===== src/include/ipr_map.vh =====
// Purpose: Register map, field positions and reset values of the
//          interrupt priority and return block.
// Assumes: Avalon-MM byte addresses, one 32-bit word per register.
// Notes:   Definitions only; included by bare name.
`ifndef IPR_MAP_VH
`define IPR_MAP_VH

// Register byte offsets
`define IPR_OFS_FLAG 6'h00
`define IPR_OFS_ENABLE 6'h04
`define IPR_OFS_PRIO0 6'h08
`define IPR_OFS_CTRL1 6'h18
`define IPR_OFS_CTRL2 6'h1c
`define IPR_OFS_STATUS 6'h20
`define IPR_OFS_CORE 6'h24
`define IPR_OFS_VECTOR 6'h28

// Field positions
`define IPR_NEST_BIT 15
`define IPR_ALT_BIT 15
`define IPR_PRIO_LSB 5
`define IPR_PRIO_MSB 7
`define IPR_HIGH_BIT 3
`define IPR_VEC_MSB 6
`define IPR_LVL_LSB 8
`define IPR_LVL_MSB 11
`define IPR_PRIO_SLOTS 4
`define IPR_SLOT_W 4

// Encodings and reset values
`define IPR_LEVEL_MASKED 3'h7
`define IPR_RST_LEVEL 4'h0
`define IPR_RST_PRIO 3'h0
`define IPR_RST_WORD 16'h0000
`define IPR_WAIT_IDLE 1'b0

// Return sequence states
`define IPR_RS_IDLE 3'h0
`define IPR_RS_POP1 3'h1
`define IPR_RS_POP2 3'h2
`define IPR_RS_FETCH 3'h3
`define IPR_RS_RESUME 3'h4

`endif


===== src/verilog/ipr_arbiter.v =====
// Purpose: Picks the highest-priority pending, enabled source.
// Assumes: Flags, enables and 3-bit levels come from registers.
// Notes:   Ties go to the lowest source number.
`timescale 1ns/100ps
module ipr_arbiter
#(
    parameter NSRC = 16
)
(
    // Source state
    input wire [NSRC-1:0] flags,
    input wire [NSRC-1:0] enables,
    input wire [NSRC*3-1:0] levels,
    // Winner
    output reg anyReq,
    output reg [6:0] bestVec,
    output reg [2:0] bestLvl
);

integer i;

// Scan from the top down so an equal level at a lower number wins
always @*
begin
    anyReq = 1'b0;
    bestVec = 7'h00;
    bestLvl = 3'h0;
    for (i = NSRC - 1; i >= 0; i = i - 1)
    begin
        if (flags[i] && enables[i] &&
            (!anyReq || levels[i*3 +: 3] >= bestLvl))
        begin
            anyReq = 1'b1;
            bestVec = i[6:0];
            bestLvl = levels[i*3 +: 3];
        end
    end
end

endmodule // ipr_arbiter


===== src/verilog/ipr_ret_seq.v =====
// Purpose: Four-cycle return-from-interrupt sequencer.
// Assumes: cyEn marks one instruction cycle; retExec is sampled on it.
// Notes:   Cycles one and two pop, three fetches as a no-op, four resumes.
`timescale 1ns/100ps
module ipr_ret_seq
(
    // Clock and reset
    input wire clk_sys,
    input wire rst_n,
    // Cycle timing and trigger
    input wire cyEn,
    input wire retExec,
    // Sequence outputs
    output wire seqIdle,
    output reg popStrobe,
    output wire restoreNow,
    output reg fetchNop,
    output reg resumeNow
);

`include "ipr_map.vh"

reg [2:0] state;
reg [2:0] next_state;

// Status byte and level come back at the end of the second pop
assign restoreNow = cyEn && (state == `IPR_RS_POP2);
assign seqIdle = (state == `IPR_RS_IDLE);

// Next state, one step per instruction cycle
always @*
begin
    next_state = state;
    case (state)
        `IPR_RS_IDLE:
            if (retExec)
                next_state = `IPR_RS_POP1;
        `IPR_RS_POP1:
            next_state = `IPR_RS_POP2;
        `IPR_RS_POP2:
            next_state = `IPR_RS_FETCH;
        `IPR_RS_FETCH:
            next_state = `IPR_RS_RESUME;
        `IPR_RS_RESUME:
            next_state = `IPR_RS_IDLE;
        default:
            next_state = `IPR_RS_IDLE;
    endcase
end

// State and per-cycle indications
always @(posedge clk_sys or negedge rst_n)
begin
    if (!rst_n)
    begin
        state <= `IPR_RS_IDLE;
        popStrobe <= 1'b0;
        fetchNop <= 1'b0;
        resumeNow <= 1'b0;
    end
    else if (cyEn)
    begin
        state <= next_state;
        popStrobe <= (next_state == `IPR_RS_POP1) ||
                     (next_state == `IPR_RS_POP2);
        fetchNop <= (next_state == `IPR_RS_FETCH);
        resumeNow <= (next_state == `IPR_RS_RESUME);
    end
end

endmodule // ipr_ret_seq


===== src/verilog/ipr_core.v =====
// Purpose: Interrupt priority selection, CPU level and return sequencing.
// Assumes: Source events and core signals are on clk_sys.
// Notes:   Registers reached over Avalon-MM, one wait state per access.
//
// Behaviour
// - Return pops PC and status byte, cycles 1-2
// - Return cycle 3 fetches, runs as no-op
// - Return cycle 4 resumes interrupted program
// - Entry waits for instruction end, fixed latency
// - Listed stall conditions add one entry cycle
// - Per-source flag, hardware sets, software clears
// - Per-source enable bit gates each source
// - Each source gets one of eight levels
// - CPU level is status bits 7:5, writable
// - Fourth level bit is read-only to software
// - Latch vector number and new level
// - Sources map to bits in vector order
// - Level field binary; 111 masks user sources
// - Fourth bit above field; set masks users
// - Level field read-only while nesting disabled
// - Fourth bit shows level above 7, resets 0
// - Request only if level exceeds CPU level
// - Nesting disabled forces level 7 on entry
// - Alternate table select picks vector table
//
// Local design decisions: the address map and the Avalon-MM register port.
`timescale 1ns/100ps
module ipr_core
#(
    parameter NSRC = 16,
    parameter CYC_DIV = 4
)
(
    // Clock and reset
    input wire clk_sys,
    input wire rst_n,
    // Avalon-MM slave
    input wire [5:0] avs_address,
    input wire avs_read,
    input wire avs_write,
    input wire [31:0] avs_writedata,
    input wire [3:0] avs_byteenable,
    output reg [31:0] avs_readdata,
    output wire avs_waitrequest,
    // Request sources
    input wire [NSRC-1:0] srcEvent,
    // Core sequencer
    input wire instrDone,
    input wire entryStall,
    input wire retExec,
    input wire [7:0] stackStatusLow,
    input wire stackHighBit,
    input wire trapEnter,
    input wire [3:0] trapLevel,
    // To core
    output reg cycleTick,
    output reg irqPending,
    output reg entryStart,
    output reg [6:0] entryVector,
    output reg useAltTable,
    output wire [3:0] cpuLevel,
    output wire retPop,
    output wire retFetchNop,
    output wire retResume
);

`include "ipr_map.vh"

localparam NPRIO = NSRC / `IPR_PRIO_SLOTS;

////////////////////////////////////////////////////////////////////////
// Functions
// Merge a 16-bit write under its two low byte enables
function [15:0] merge;
    input [15:0] old;
    input [15:0] wdat;
    input [1:0] be;
    begin
        merge = old;
        if (be[0])
            merge[7:0] = wdat[7:0];
        if (be[1])
            merge[15:8] = wdat[15:8];
    end
endfunction

// Byte offset of priority register k
function [5:0] prioOfs;
    input integer k;
    begin
        prioOfs = `IPR_OFS_PRIO0 + k[3:0] * 6'h04;
    end
endfunction

////////////////////////////////////////////////////////////////////////
// Storage
reg [NSRC-1:0] flagReg;
reg [NSRC-1:0] enableReg;
reg [NSRC*3-1:0] prioReg;
reg nestDisable;
reg altSelect;
reg [2:0] cpuPrio;
reg highBit;
reg [6:0] vecLatch;
reg [3:0] lvlLatch;
reg busAck;
reg delayOne;
reg [7:0] divCnt;

wire anyReq;
wire [6:0] bestVec;
wire [2:0] bestLvl;
wire seqIdle;
wire restoreNow;
wire busReq;
wire wrNow;
wire pendReq;
wire [15:0] wdat;
wire [1:0] wbe;

assign cpuLevel = {highBit, cpuPrio};
assign busReq = avs_read || avs_write;
// A single wait state keeps the decode and read mux off the bus path
assign avs_waitrequest = busReq && !busAck;
assign wrNow = avs_write && busAck;
assign wdat = avs_writedata[15:0];
assign wbe = avs_byteenable[1:0];

////////////////////////////////////////////////////////////////////////
// Selection
ipr_arbiter
#(
    .NSRC(NSRC)
)
uArb
(
    .flags(flagReg),
    .enables(enableReg),
    .levels(prioReg),
    .anyReq(anyReq),
    .bestVec(bestVec),
    .bestLvl(bestLvl)
);

// Strict compare; the high bit or field 111 leaves no user level above
assign pendReq = anyReq && ({1'b0, bestLvl} > cpuLevel);
ipr_ret_seq uRet
(
    .clk_sys(clk_sys),
    .rst_n(rst_n),
    .cyEn(cycleTick),
    .retExec(retExec),
    .seqIdle(seqIdle),
    .popStrobe(retPop),
    .restoreNow(restoreNow),
    .fetchNop(retFetchNop),
    .resumeNow(retResume)
);

////////////////////////////////////////////////////////////////////////
// Instruction cycle divider
// One tick per instruction cycle, all sequencing steps on it
always @(posedge clk_sys or negedge rst_n)
begin
    if (!rst_n)
    begin
        divCnt <= 8'h00;
        cycleTick <= 1'b0;
    end
    else if (divCnt == CYC_DIV[7:0] - 8'h01)
    begin
        divCnt <= 8'h00;
        cycleTick <= 1'b1;
    end
    else
    begin
        divCnt <= divCnt + 8'h01;
        cycleTick <= 1'b0;
    end
end

////////////////////////////////////////////////////////////////////////
// Bus handshake
// Ack drops after each answered beat so back-to-back requests wait again
always @(posedge clk_sys or negedge rst_n)
begin
    if (!rst_n)
        busAck <= `IPR_WAIT_IDLE;
    else
        busAck <= busReq && !busAck;
end

////////////////////////////////////////////////////////////////////////
// Flags, enables, priorities and controls
integer k;
integer j;
integer m;
integer n;
// A source event in the clearing cycle survives the clear
always @(posedge clk_sys or negedge rst_n)
begin
    if (!rst_n)
        flagReg <= {NSRC{1'b0}};
    else if (wrNow && avs_address == `IPR_OFS_FLAG)
        flagReg <= (flagReg & ~merge(16'h0000, wdat, wbe)) |
                   srcEvent;
    else
        flagReg <= flagReg | srcEvent;
end

// Enables, priority fields and the two control bits
always @(posedge clk_sys or negedge rst_n)
begin
    if (!rst_n)
    begin
        enableReg <= {NSRC{1'b0}};
        prioReg <= {NSRC*3{1'b0}};
        nestDisable <= 1'b0;
        altSelect <= 1'b0;
    end
    else if (wrNow)
    begin
        if (avs_address == `IPR_OFS_ENABLE)
            enableReg <= merge(enableReg, wdat, wbe);
        if (avs_address == `IPR_OFS_CTRL1 && wbe[1])
            nestDisable <= wdat[`IPR_NEST_BIT];
        if (avs_address == `IPR_OFS_CTRL2 && wbe[1])
            altSelect <= wdat[`IPR_ALT_BIT];
        for (k = 0; k < NPRIO; k = k + 1)
        begin
            if (avs_address == prioOfs(k))
            begin
                for (j = 0; j < `IPR_PRIO_SLOTS; j = j + 1)
                begin
                    if (wbe[j/2])
                        prioReg[(k*`IPR_PRIO_SLOTS+j)*3 +: 3] <=
                            wdat[j*`IPR_SLOT_W +: 3];
                end
            end
        end
    end
end

////////////////////////////////////////////////////////////////////////
// CPU priority level
// Trap entry outranks a return restore, which outranks user entry
always @(posedge clk_sys or negedge rst_n)
begin
    if (!rst_n)
    begin
        cpuPrio <= `IPR_RST_PRIO;
        highBit <= 1'b0;
    end
    else if (trapEnter)
    begin
        cpuPrio <= trapLevel[2:0];
        highBit <= trapLevel[3];
    end
    else if (restoreNow)
    begin
        cpuPrio <= stackStatusLow[`IPR_PRIO_MSB:`IPR_PRIO_LSB];
        highBit <= stackHighBit;
    end
    else if (entryStart)
    begin
        cpuPrio <= nestDisable ? `IPR_LEVEL_MASKED : lvlLatch[2:0];
        highBit <= 1'b0;
    end
    else if (wrNow && avs_address == `IPR_OFS_STATUS && wbe[0] &&
             !nestDisable)
        cpuPrio <= wdat[`IPR_PRIO_MSB:`IPR_PRIO_LSB];
end

////////////////////////////////////////////////////////////////////////
// Interrupt entry
// Entry is judged only at an instruction boundary; a flagged stall
// costs exactly one more cycle and the request is judged again then
always @(posedge clk_sys or negedge rst_n)
begin
    if (!rst_n)
    begin
        delayOne <= 1'b0;
        entryStart <= 1'b0;
        vecLatch <= 7'h00;
        lvlLatch <= `IPR_RST_LEVEL;
        entryVector <= 7'h00;
        irqPending <= 1'b0;
        useAltTable <= 1'b0;
    end
    else
    begin
        irqPending <= pendReq;
        useAltTable <= altSelect;
        entryStart <= 1'b0;
        if (cycleTick && seqIdle && !trapEnter && !retExec)
        begin
            if (delayOne)
            begin
                delayOne <= 1'b0;
                if (pendReq)
                begin
                    entryStart <= 1'b1;
                    vecLatch <= bestVec;
                    lvlLatch <= {1'b0, bestLvl};
                    entryVector <= bestVec;
                end
            end
            else if (instrDone && pendReq)
            begin
                if (entryStall)
                    delayOne <= 1'b1;
                else
                begin
                    entryStart <= 1'b1;
                    vecLatch <= bestVec;
                    lvlLatch <= {1'b0, bestLvl};
                    entryVector <= bestVec;
                end
            end
        end
    end
end

////////////////////////////////////////////////////////////////////////
// Read data
// Captured on the wait cycle so it stands at the answering edge
always @(posedge clk_sys or negedge rst_n)
begin
    if (!rst_n)
        avs_readdata <= 32'h00000000;
    else if (avs_read && !busAck)
    begin
        avs_readdata <= 32'h00000000;
        case (avs_address)
            `IPR_OFS_FLAG:
                avs_readdata[NSRC-1:0] <= flagReg;
            `IPR_OFS_ENABLE:
                avs_readdata[NSRC-1:0] <= enableReg;
            `IPR_OFS_CTRL1:
                avs_readdata[`IPR_NEST_BIT] <= nestDisable;
            `IPR_OFS_CTRL2:
                avs_readdata[`IPR_ALT_BIT] <= altSelect;
            `IPR_OFS_STATUS:
                avs_readdata[`IPR_PRIO_MSB:`IPR_PRIO_LSB] <= cpuPrio;
            `IPR_OFS_CORE:
                avs_readdata[`IPR_HIGH_BIT] <= highBit;
            `IPR_OFS_VECTOR:
            begin
                avs_readdata[`IPR_VEC_MSB:0] <= vecLatch;
                avs_readdata[`IPR_LVL_MSB:`IPR_LVL_LSB] <= lvlLatch;
            end
            default:
            begin
                for (m = 0; m < NPRIO; m = m + 1)
                begin
                    if (avs_address == prioOfs(m))
                    begin
                        for (n = 0; n < `IPR_PRIO_SLOTS; n = n + 1)
                            avs_readdata[n*`IPR_SLOT_W +: 3] <=
                                prioReg[(m*`IPR_PRIO_SLOTS+n)*3 +: 3];
                    end
                end
            end
        endcase
    end
end

endmodule // ipr_core


===== config.mk =====
export PLATFORM = sky130hd
export DESIGN_NAME = ipr_core
export DESIGN_NICKNAME = d
export VERILOG_FILES = /design/src/verilog/ipr_arbiter.v /design/src/verilog/ipr_ret_seq.v /design/src/verilog/ipr_core.v
export VERILOG_INCLUDE_DIRS = /design/src /design/src/include
export SDC_FILE = /design/constraint.sdc
export NUM_CORES = 1
export LEC_CHECK = 0
export ABC_AREA = 0
export ABC_CLOCK_PERIOD_IN_PS = 23800
export BUFFER_PORTS_ARGS = -buffer_cell sky130_fd_sc_hd__buf_2
export CAP_MARGIN = 20
export CORE_UTILIZATION = 55
export DETAILED_ROUTE_END_ITERATION = 6
export HOLD_SLACK_MARGIN = 0.12
export PLACE_DENSITY = 0.88
export SLEW_MARGIN = 20
export SYNTH_ARGS = -nofsm -noshare
export SYNTH_HDL_FRONTEND = slang
export SYNTH_SLANG_ARGS = --single-unit

===== constraint.sdc =====
create_clock -name clk_sys -period 23.8 [get_ports clk_sys]
set_input_delay 3.57 -clock clk_sys [delete_from_list [all_inputs] [get_ports clk_sys]]
set_output_delay 3.57 -clock clk_sys [all_outputs]
set_load 0.005 [all_outputs]

==> results of run 1 <==
-- power by group --
part | total (uW) | switching, uW | internal [uW]
clock network | 247 | 96.2 | 151
logic | 130 | 73.9 | 55.6
registers | 253 | 18.9 | 234
-- how the worst min path moves through the flow --
stage                     startpoint           to  slack, ns
after floorplan            altSelect  useAltTable       0.37
after global placement     altSelect  useAltTable       0.39
after detailed placement   altSelect  useAltTable       0.39
after CTS                  altSelect  useAltTable       0.41
after global routing       altSelect  useAltTable       0.43
final                      altSelect  useAltTable       0.41
-- sequential cells by signal (all words and copies together), names as in the netlist, 4 cells and up --
name and cells:
prioReg 48, avs_readdata 16, enableReg 16, flagReg 16, divCnt 8, vecLatch 4
-- cell usage after synthesis (4+ instances only) --
cell type                  instances
sky130_fd_sc_hd__mux2_4            4
sky130_fd_sc_hd__a22o_1           13
sky130_fd_sc_hd__mux2i_1           9
sky130_fd_sc_hd__a311oi_1         12
sky130_fd_sc_hd__xnor2_1           5
sky130_fd_sc_hd__nand3_1          20
sky130_fd_sc_hd__nand2b_1         17
sky130_fd_sc_hd__a31oi_1           8
sky130_fd_sc_hd__inv_1            43
sky130_fd_sc_hd__o21bai_1          6
sky130_fd_sc_hd__buf_4            20
sky130_fd_sc_hd__nor2_1           43
sky130_fd_sc_hd__ha_1             40
sky130_fd_sc_hd__a21oi_1          25
sky130_fd_sc_hd__and3_1            9
sky130_fd_sc_hd__a21o_1           40
sky130_fd_sc_hd__o21ai_0          39
sky130_fd_sc_hd__nand2_1         101
sky130_fd_sc_hd__clkbuf_1         22
sky130_fd_sc_hd__nor3b_1           5
sky130_fd_sc_hd__a211oi_1         13
sky130_fd_sc_hd__a222oi_1         14
sky130_fd_sc_hd__o211ai_1          6
sky130_fd_sc_hd__mux2_2           65
sky130_fd_sc_hd__o21a_1            8
sky130_fd_sc_hd__and2_1           14
sky130_fd_sc_hd__nor3_1           13
sky130_fd_sc_hd__o211a_1           4
sky130_fd_sc_hd__a221oi_1          7
sky130_fd_sc_hd__or3_1             6
sky130_fd_sc_hd__nor2b_1           7
sky130_fd_sc_hd__o21ai_1           5
sky130_fd_sc_hd__dfrtp_1         129
sky130_fd_sc_hd__o31ai_1           4
-- stage by stage --
stage / worst slack (ns) / total power [uW] / hold slack [ns] / util
floorplan: 2.766 / 333.7 / 0.3685 / -
global placement: 0.8653 / 368.8 / 0.3900 / 0.6031
detailed placement: 0.2934 / 373.6 / 0.3947 / 0.6031
CTS: 0.02025 / 619.2 / 0.4144 / 0.6414
global route: -0.08264 / 652.1 / 0.4260 / 0.6525
finish: 1.017 / 629.7 / 0.4132 / 0.6525
-- cell type report --
| type | count | area, sq um |
|---|---|---|
| repair buffers | 102 | 550.5 |
| multi-input cells | 646 | 4756 |
| well taps | 184 | 230.2 |
| fillers | 1042 | 5051 |
| inverters | 43 | 161.4 |
| clock buffers | 22 | 474.2 |
| clock inverters | 8 | 80.08 |
| flip-flops and latches | 129 | 3231 |
-- critical path, delay by kind of cell, from the launching register on --
kind | cells | cell delay [ns]
multiplexers | 7 | 2.32
AO/OA/AOI/OAI | 36 | 7.23
flip-flops | 1 | 0.49
adder cells (fa/ha/maj) | 18 | 5.19
buffers and inverters | 7 | 0.89
AND/OR/NAND/NOR | 38 | 6.53
-- what timing repair did --
| item | CTS | global route |
|---|---|---|
| pin swaps | 0 | 5 |
| endpoints found under the setup margin | 2 | 10 |
| resized for setup | 1 | 21 |
| setup buffers | 0 | 6 |
-- routing by layer --
layer | up-vias | part of all wire
met2 | 486 | 0.47
met4 | 0 | 0.053
li1 | 3281 | -
met1 | 3563 | 0.38
met3 | 135 | 0.094
met5 | - | 0
-- cell families after synthesis --
family | synth area share
other | 0.0004567
muxes | 0.1143
xor gates and xnor gates | 0.006400
adders and majority gates | 0.06461
AOI/OAI and AO/OA | 0.2173
buffers and inverters | 0.05044
and+or+nand+nor | 0.1533
DFF | 0.3932
==> flow_summary.json, run 1 <==
{
  "yosys_warnings": 0,
  "violations": "design-rule violations",
  "cts_max_path_buffers": 2,
  "synth-seq-area-share": 0.3932,
  "mostFrequentLayoutCells": "127 x sky130_fd_sc_hd__dfrtp_1, 101 x sky130_fd_sc_hd__nand2_1, 86 x sky130_fd_sc_hd__buf_2",
  "clock_tree.root_cell": "sky130_fd_sc_hd__clkbuf_16",
  "reg2reg_from": "enableReg[15]",
  "crit_path_top_delay_cell": "sky130_fd_sc_hd__dfrtp_2",
  "globalRouteTotalUtil": 0.3165,
  "worst-path-max-fanout": 11,
  "design.die.area_sq_um": 15420,
  "drv_cap": 0,
  "antenna_left": 0,
  "yosysTopAreaCellShare": 0.3932,
  "routed_via_density": 6.583,
  "post-place-cells": 1098,
  "die_w_um": 124.2,
  "antenna_violations_before_repair": 0,
  "critical_path.startpoint": "enableReg[15]",
  "first_global_vias": 7233,
  "standard_cell_rows": 44,
  "share_of_cells_above_drive_strength_1": 0.2495,
  "worst_path_largest_cell_delay_ns": 0.49,
  "max_slew_margin": 0.2782,
  "globalRouteOverflowTotal": 0,
  "whs_path_depth": 0,
  "wl_per_cell_um": 20.96,
  "post_layout_nonfiller_instances": 1134,
  "arrival_ns": 23.09,
  "powerDensity_nw_per_um2": 66.40,
  "nets": 1058,
  "summed_instance_area_of_the_synthesized_netlist_sq_um": 8210,
  "final_area_sq_um": 9483,
  "cp-end-kind": "flip-flop",
  "drt_first_iter_violations": 876,
  "cell_occurring_most_often_along_the_worst_timing_path": "sky130_fd_sc_hd__ha_1",
  "tritoncts_clock_tree": "yes",
  "dp_hpwl_um": 16620,
  "postSynthCellCount": 845,
  "type_of_the_worst_setup_path": "flip-flop to flip-flop",
  "synth_edf_count": 0,
  "synth_cell_type_count": 81,
  "cellLeakagePower_uw": 0.004441,
  "irDropWorstVdd_mv": 0.04848,
  "floorplan.initialDensity": 0.5649,
  "wire_length_of_the_first_global_routing_pass_um": 36730,
  "capture_point_of_the_worst_path": "lvlLatch[1]",
  "diodes": 0,
  "cells_taking_the_most_area_after_synthesis": "sky130_fd_sc_hd__dfrtp_1 39%, sky130_fd_sc_hd__mux2_2 8.9%, sky130_fd_sc_hd__ha_1 6.1%",
  "setup_viol": 0,
  "synthToLayoutAreaGrowth_pct": 15.50,
  "route.vias.total": 7465,
  "hold_violations": 0,
  "htree_levels": 4,
  "place.gp.congestion": 1.005,
  "number_of_search_and_repair_iterations_in_the_first_detailed_routing_pass": 7,
  "clkLatencyLatePin_ns": 0.42,
  "postSynth.topFlopCell": "sky130_fd_sc_hd__dfrtp_1",
  "min_path_type": "flip-flop to flip-flop",
  "r2r-end": "lvlLatch[1]",
  "clock_skew_after_layout_ns": 0.008447,
  "coreArea_sq_um": 14530,
  "grtUsageMet3": 0.07875,
  "groute.layer.met2.usage": 0.4965,
  "met1_usage": 0.4001,
  "chipHeight_um": 124.2,
  "layout_worst_path_cycle_share": 0.9573,
  "layout_min_cycle_time_ns": 22.78,
  "critical_path_required_ns": 24.10,
  "postSynthRegisterBits": 129,
  "placement.cell_area_sq_um": 8766,
  "num_io_pins": 130,
  "clock.fmax_mhz": 43.89,
  "route.final.wire_length_um": 23760,
  "timing.reg2reg.setup_slack_ns": 1.02,
  "drt_drc_violations_left": 1,
  "final_common_cell": "sky130_fd_sc_hd__dfrtp_1",
  "buffer_ports.inserted": 87,
  "netlist.top_cell.by_area": "sky130_fd_sc_hd__dfrtp_1",
  "grt_start_max_net_pins": 76,
  "ctsHoldBuffers": 0,
  "r2r_cells": 106,
  "synth_area_per_cell_sq_um": 9.716,
  "grt_most_used_layer": "met2",
  "report.final.slew_viol_count": 0,
  "worst_margin_slew_ns": 1.079,
  "startpoint_type": "flip-flop",
  "clock_transition_at_the_register_clock_pins_on_the_worst_setup_and_hold_paths_after_cts_ns": 0.06,
  "ys_async_sr_fraction": 1.000,
  "numCtsBuffers": 17,
  "run_status": "finished with violations",
  "cts_sinks": 129,
  "totalNegativeSetupSlack_ns": 0
}
No activity file was read; power rests on OpenSTA's default activity.
==> inputs of run 2 (changes only) <==
--- a/config.mk
+++ b/config.mk
@@ -10,10 +10,11 @@
 export ABC_CLOCK_PERIOD_IN_PS = 23800
 export BUFFER_PORTS_ARGS = -buffer_cell sky130_fd_sc_hd__buf_2
 export CAP_MARGIN = 20
-export CORE_UTILIZATION = 55
+export CORE_UTILIZATION = 30
 export DETAILED_ROUTE_END_ITERATION = 6
+export GPL_ROUTABILITY_DRIVEN = 0
 export HOLD_SLACK_MARGIN = 0.12
-export PLACE_DENSITY = 0.88
+export PLACE_DENSITY = 0.58
 export SLEW_MARGIN = 20
 export SYNTH_ARGS = -nofsm -noshare
 export SYNTH_HDL_FRONTEND = slang
==> run 2 against run 1 <==
Compared with the run above:
- the flow now finishes without violations
- final cell count grew 14%
- hold slack got worse by 0.0074 ns
- flip-flop and latch count did not move
- cell area rose by 3.1%
==> flow_summary.json, run 2 (synthesized netlist as in run 1, its figures left out) <==
{
  "drv_cap": 0,
  "mostFrequentLayoutCells": "128 x sky130_fd_sc_hd__dfrtp_1, 101 x sky130_fd_sc_hd__nand2_1, 86 x sky130_fd_sc_hd__buf_2",
  "type_of_the_worst_setup_path": "flip-flop to flip-flop",
  "tritoncts_clock_tree": "yes",
  "standard_cell_rows": 60,
  "worst-path-max-fanout": 11,
  "number_of_search_and_repair_iterations_in_the_first_detailed_routing_pass": 5,
  "run_status": "finished clean",
  "globalRouteTotalUtil": 0.1765,
  "share_of_cells_above_drive_strength_1": 0.2468,
  "whs_ns": 0.4059,
  "design.die.area_sq_um": 28030,
  "rsz_0062_raised_after_global_routing": "false",
  "dp_hpwl_um": 18590,
  "synthToLayoutAreaGrowth_pct": 19.09,
  "antenna_violations_before_repair": 0,
  "arrival_ns": 22.68,
  "wire_length_of_the_first_global_routing_pass_um": 38010,
  "diodes": 0,
  "critical_path.startpoint": "enableReg[15]",
  "numCtsBuffers": 17,
  "critical_path_required_ns": 24.10,
  "hold_violations": 0,
  "num_io_pins": 130,
  "startpoint_type": "flip-flop",
  "post-place-cells": 1261,
  "clock_transition_at_the_register_clock_pins_on_the_worst_setup_and_hold_paths_after_cts_ns": 0.06,
  "buffer_ports.inserted": 87,
  "route.vias.total": 6961,
  "post_layout_nonfiller_instances": 1293,
  "coreArea_sq_um": 26880,
  "grt_start_max_net_pins": 77,
  "cellLeakagePower_uw": 0.004496,
  "cts_max_path_buffers": 2,
  "drt_first_iter_violations": 396,
  "clock.fmax_mhz": 44.68,
  "routed_via_density": 5.384,
  "reg2reg_from": "enableReg[15]",
  "clkLatencyLatePin_ns": 0.42,
  "layout_min_cycle_time_ns": 22.38,
  "drt_drc_violations_left": 0,
  "crit_path_top_delay_cell": "sky130_fd_sc_hd__dfrtp_2",
  "hold_end": "useAltTable",
  "first_global_vias": 6623,
  "irDropWorstVdd_mv": 0.04363,
  "floorplan.initialDensity": 0.3055,
  "cp-end-kind": "flip-flop",
  "clock_tree.root_cell": "sky130_fd_sc_hd__clkbuf_16",
  "totalNegativeSetupSlack_ns": 0,
  "report.final.slew_viol_count": 0,
  "antenna_left": 0,
  "route.final.wire_length_um": 24200,
  "r2r-end": "lvlLatch[1]",
  "htree_levels": 4,
  "globalRouteOverflowTotal": 0,
  "powerDensity_nw_per_um2": 69.08,
  "nets": 1059,
  "worst_path_largest_cell_delay_ns": 0.47,
  "r2r_cells": 102,
  "cts_sinks": 129,
  "cell_occurring_most_often_along_the_worst_timing_path": "sky130_fd_sc_hd__ha_1",
  "nFillCells": 2745,
  "clock_skew_after_layout_ns": 0.007332,
  "whs_path_depth": 0,
  "hold_path.startpoint": "altSelect",
  "max_slew_margin": 0.3160,
  "wl_per_cell_um": 18.71,
  "max_ffs_per_register": 48,
  "ctsHoldBuffers": 0,
  "regMostFlops": "prioReg",
  "setup_viol": 0,
  "chipHeight_um": 167.4,
  "finish.utilization": 0.3638,
  "final_common_cell": "sky130_fd_sc_hd__dfrtp_1",
  "min_path_type": "flip-flop to flip-flop",
  "layout_worst_path_cycle_share": 0.9404,
  "worst_margin_slew_ns": 1.018,
  "die_w_um": 167.4,
  "timing.reg2reg.setup_slack_ns": 1.42
}
==> run 2: report_power, final <==
| part | internal, uW | switching (uW) |
|---|---|---|
| Combinational | 54.6 | 71.1 |
| Clock | 201 | 96.1 |
| Sequential | 234 | 18.0 |
==> run 2: metrics by stage <==
stage	worst slack [ns]	cell area, sq um	total power (uW)
final	1.419	9778	675.5
after global routing	0.001112	9778	707.8
after CTS	0.4632	9682	677.9
after detailed placement	0.5805	9015	377.8
after global placement	0.7393	9015	374.8
after floorplan	2.766	8278	333.7
==> run 2: how the worst max path moves through the flow <==
stage,end,slack [ns],cells after the start
global placement,vecLatch[3],0.74,100
CTS,vecLatch[3],0.46,100
detailed placement,vecLatch[3],0.58,100
finish,lvlLatch[1],1.42,102
floorplan,lvlLatch[2],2.77,104
global route,lvlLatch[1],0.001,102
==> run 2: layer usage <==
metal,wire [um],part of all wire,track usage
met1,10940,0.45,0.2330
met2,11310,0.47,0.2877
met3,1213,0.050,0.02978
met4,724,0.030,0.06901
met5,0,0,0
==> run 2: layout make-up <==
cell class              instances  area, sq um  share of cell area
multi-input cells             646         4732              0.4839
clock buffers                  21        460.4             0.04709
flip-flops and latches        129         3229              0.3303
clock inverters                10        206.4             0.02111
repair buffers                103        561.8             0.05745
well taps                     341        426.7             0.04363
inverters                      43        161.4             0.01651
==> run 2: timing repair <==
item	in CTS	in global routing
setup endpoints to repair	0	10
setup buffers	0	1
gates resized for setup	0	16
==> run 2: critical path, delay by kind of cell, from the launching register on <==
kind	cells	cell delay, ns
flops	1	0.47
fa+ha+maj	19	5.38
buf+inv	5	0.49
compound gates	35	6.76
mux	9	3.07
simple gates	34	6.04
==> inputs of run 3 (changes only) <==
--- a/config.mk
+++ b/config.mk
@@ -14,6 +14,7 @@
 export DETAILED_ROUTE_END_ITERATION = 6
 export GPL_ROUTABILITY_DRIVEN = 0
 export HOLD_SLACK_MARGIN = 0.12
+export MAX_ROUTING_LAYER = met4
 export PLACE_DENSITY = 0.58
 export SLEW_MARGIN = 20
 export SYNTH_ARGS = -nofsm -noshare
==> run 3 against run 2 <==
Compared with the run above:
- setup slack worse by 0.0071 ns
- clock skew fell by 0.0014 ns
- count of clock-buffer cells in the layout did not move
- via count grew 0.33%
- final cell count is the same
- sequential share of layout area about the same
- die area stayed put
- critical path type unchanged
- largest power group unchanged
- highest routed layer unchanged
==> flow_summary.json, run 3 (synthesized netlist as in run 1, its figures left out) <==
{
  "run_status": "finished clean",
  "number_of_search_and_repair_iterations_in_the_first_detailed_routing_pass": 6,
  "powerDensity_nw_per_um2": 69.06,
  "numCtsBuffers": 17,
  "floorplan.initialDensity": 0.3055,
  "htree_levels": 4,
  "die_w_um": 167.4,
  "setup_viol": 0,
  "cts_sinks": 129,
  "reg2reg_from": "enableReg[15]",
  "crit_path_top_delay_cell": "sky130_fd_sc_hd__dfrtp_2",
  "type_of_the_worst_setup_path": "flip-flop to flip-flop",
  "hold_path.startpoint": "altSelect",
  "cellLeakagePower_uw": 0.004496,
  "startpoint_type": "flip-flop",
  "irDropWorstVdd_mv": 0.04363,
  "worst_margin_slew_ns": 0.9873,
  "hold_end": "useAltTable",
  "drt_first_iter_violations": 414,
  "r2r_cells": 102,
  "min_path_type": "flip-flop to flip-flop",
  "r2r-end": "lvlLatch[1]",
  "whs_ns": 0.4058,
  "arrival_ns": 22.69,
  "routed_via_density": 5.401,
  "layout_min_cycle_time_ns": 22.39,
  "diodes": 0,
  "critical_path_required_ns": 24.10,
  "standard_cell_rows": 60,
  "clock_skew_after_layout_ns": 0.005978,
  "num_io_pins": 130,
  "nets": 1059,
  "dp_hpwl_um": 18590,
  "globalRouteTotalUtil": 0.1820,
  "regMostFlops": "prioReg",
  "design.die.area_sq_um": 28030,
  "worst_path_largest_cell_delay_ns": 0.47,
  "final_common_cell": "sky130_fd_sc_hd__dfrtp_1",
  "cell_occurring_most_often_along_the_worst_timing_path": "sky130_fd_sc_hd__ha_1",
  "clock_transition_at_the_register_clock_pins_on_the_worst_setup_and_hold_paths_after_cts_ns": 0.06,
  "report.final.slew_viol_count": 0,
  "grt_start_max_net_pins": 77,
  "cpLargestDelayFamily": "compound AO/OA/AOI/OAI gates",
  "route.final.wire_length_um": 24250,
  "clkLatencyLatePin_ns": 0.42,
  "cts_max_path_buffers": 2,
  "number_of_buffer_and_inverter_stages_on_the_critical_path": 5,
  "coreArea_sq_um": 26880,
  "wire_length_of_the_first_global_routing_pass_um": 38030,
  "tritoncts_clock_tree": "yes",
  "mostFrequentLayoutCells": "128 x sky130_fd_sc_hd__dfrtp_1, 101 x sky130_fd_sc_hd__nand2_1, 86 x sky130_fd_sc_hd__buf_2",
  "layout_worst_path_cycle_share": 0.9407,
  "timing.reg2reg.setup_slack_ns": 1.41,
  "globalRouteOverflowTotal": 0,
  "drv_cap": 0,
  "drt_drc_violations_left": 0,
  "share_of_cells_above_drive_strength_1": 0.2479,
  "route.vias.total": 6984,
  "chipHeight_um": 167.4,
  "buffer_ports.inserted": 87,
  "nFillCells": 2744,
  "rsz_0062_raised_after_global_routing": "false",
  "antenna_left": 0,
  "max_ffs_per_register": 48,
  "cp-end-kind": "flip-flop",
  "clock.fmax_mhz": 44.67,
  "antenna_violations_before_repair": 0,
  "wl_per_cell_um": 18.75,
  "worst-path-max-fanout": 11,
  "max_slew_margin": 0.3418,
  "first_global_vias": 6605,
  "hold_violations": 0,
  "synthToLayoutAreaGrowth_pct": 19.16,
  "totalNegativeSetupSlack_ns": 0,
  "whs_path_depth": 0,
  "clock_tree.root_cell": "sky130_fd_sc_hd__clkbuf_16"
}
run 3: metal layers:
metal  wire (um)  vias to the layer above  GRT usage  part of all wire
met1       10970                     3416     0.2345              0.45
met5           0                        -          -                 0
met4         694                        0    0.06901             0.029
li1            -                     3279          -                 -
met2       11350                      249     0.2871              0.47
met3        1234                       40    0.02883             0.051
run 3: cell type report:
type / instances / area, sq um / area share
Clock buffer: 21 / 460.4 / 0.04706
Clock inverter: 10 / 206.4 / 0.02110
Inverter: 43 / 161.4 / 0.01650
Multi-Input combinational cell: 646 / 4737 / 0.4842
Sequential cell: 129 / 3229 / 0.3301
Tap cell: 341 / 426.7 / 0.04361
Timing Repair Buffer: 103 / 561.8 / 0.05742
run 3: worst max-delay path by stage:
stage	startpoint	slack, ns	cells after the start	endpoint
final	enableReg[15]	1.41	102	lvlLatch[1]
after global routing	enableReg[15]	0.001	102	lvlLatch[1]
after CTS	enableReg[15]	0.46	100	vecLatch[3]
after detailed placement	enableReg[15]	0.58	100	vecLatch[3]
after global placement	enableReg[15]	0.74	100	vecLatch[3]
after floorplan	flagReg[15]	2.77	104	lvlLatch[2]
run 3: per-stage QoR:
stage | setup WS (ns) | total power, uW | instances | cell area (sq um) | utilization
after floorplan | 2.766 | 333.7 | 863 | 8278 | -
after global placement | 0.7393 | 374.8 | 1261 | 9015 | 0.3354
after detailed placement | 0.5805 | 377.8 | 1261 | 9015 | 0.3354
after CTS | 0.4632 | 677.9 | 1292 | 9682 | 0.3602
after global routing | 0.0009504 | 708.0 | 1293 | 9783 | 0.3640
final | 1.412 | 675.6 | 1293 | 9783 | 0.3640
run 3: timing repair:
item / 4_1_cts / 5_1_grt
hold buffers: 0 / 0
endpoints found under the setup margin: 0 / 10
buffers inserted: 0 / 1
resized for setup: 0 / 16
run 3: worst reg2reg max path, delay by kind of cell (launching register included):
kind / cells / cell delay, ns
and+or+nand+nor: 34 / 6.04
muxes: 9 / 3.07
adders and majority gates: 19 / 5.42
AOI/OAI and AO/OA: 35 / 6.76
DFF: 1 / 0.47
buffers and inverters: 5 / 0.49
run 3: power by group:
part | switching [uW] | internal [uW]
Sequential | 18.1 | 234
Combinational | 71.2 | 54.6
Clock | 96.0 | 201
Total | 185 | 490
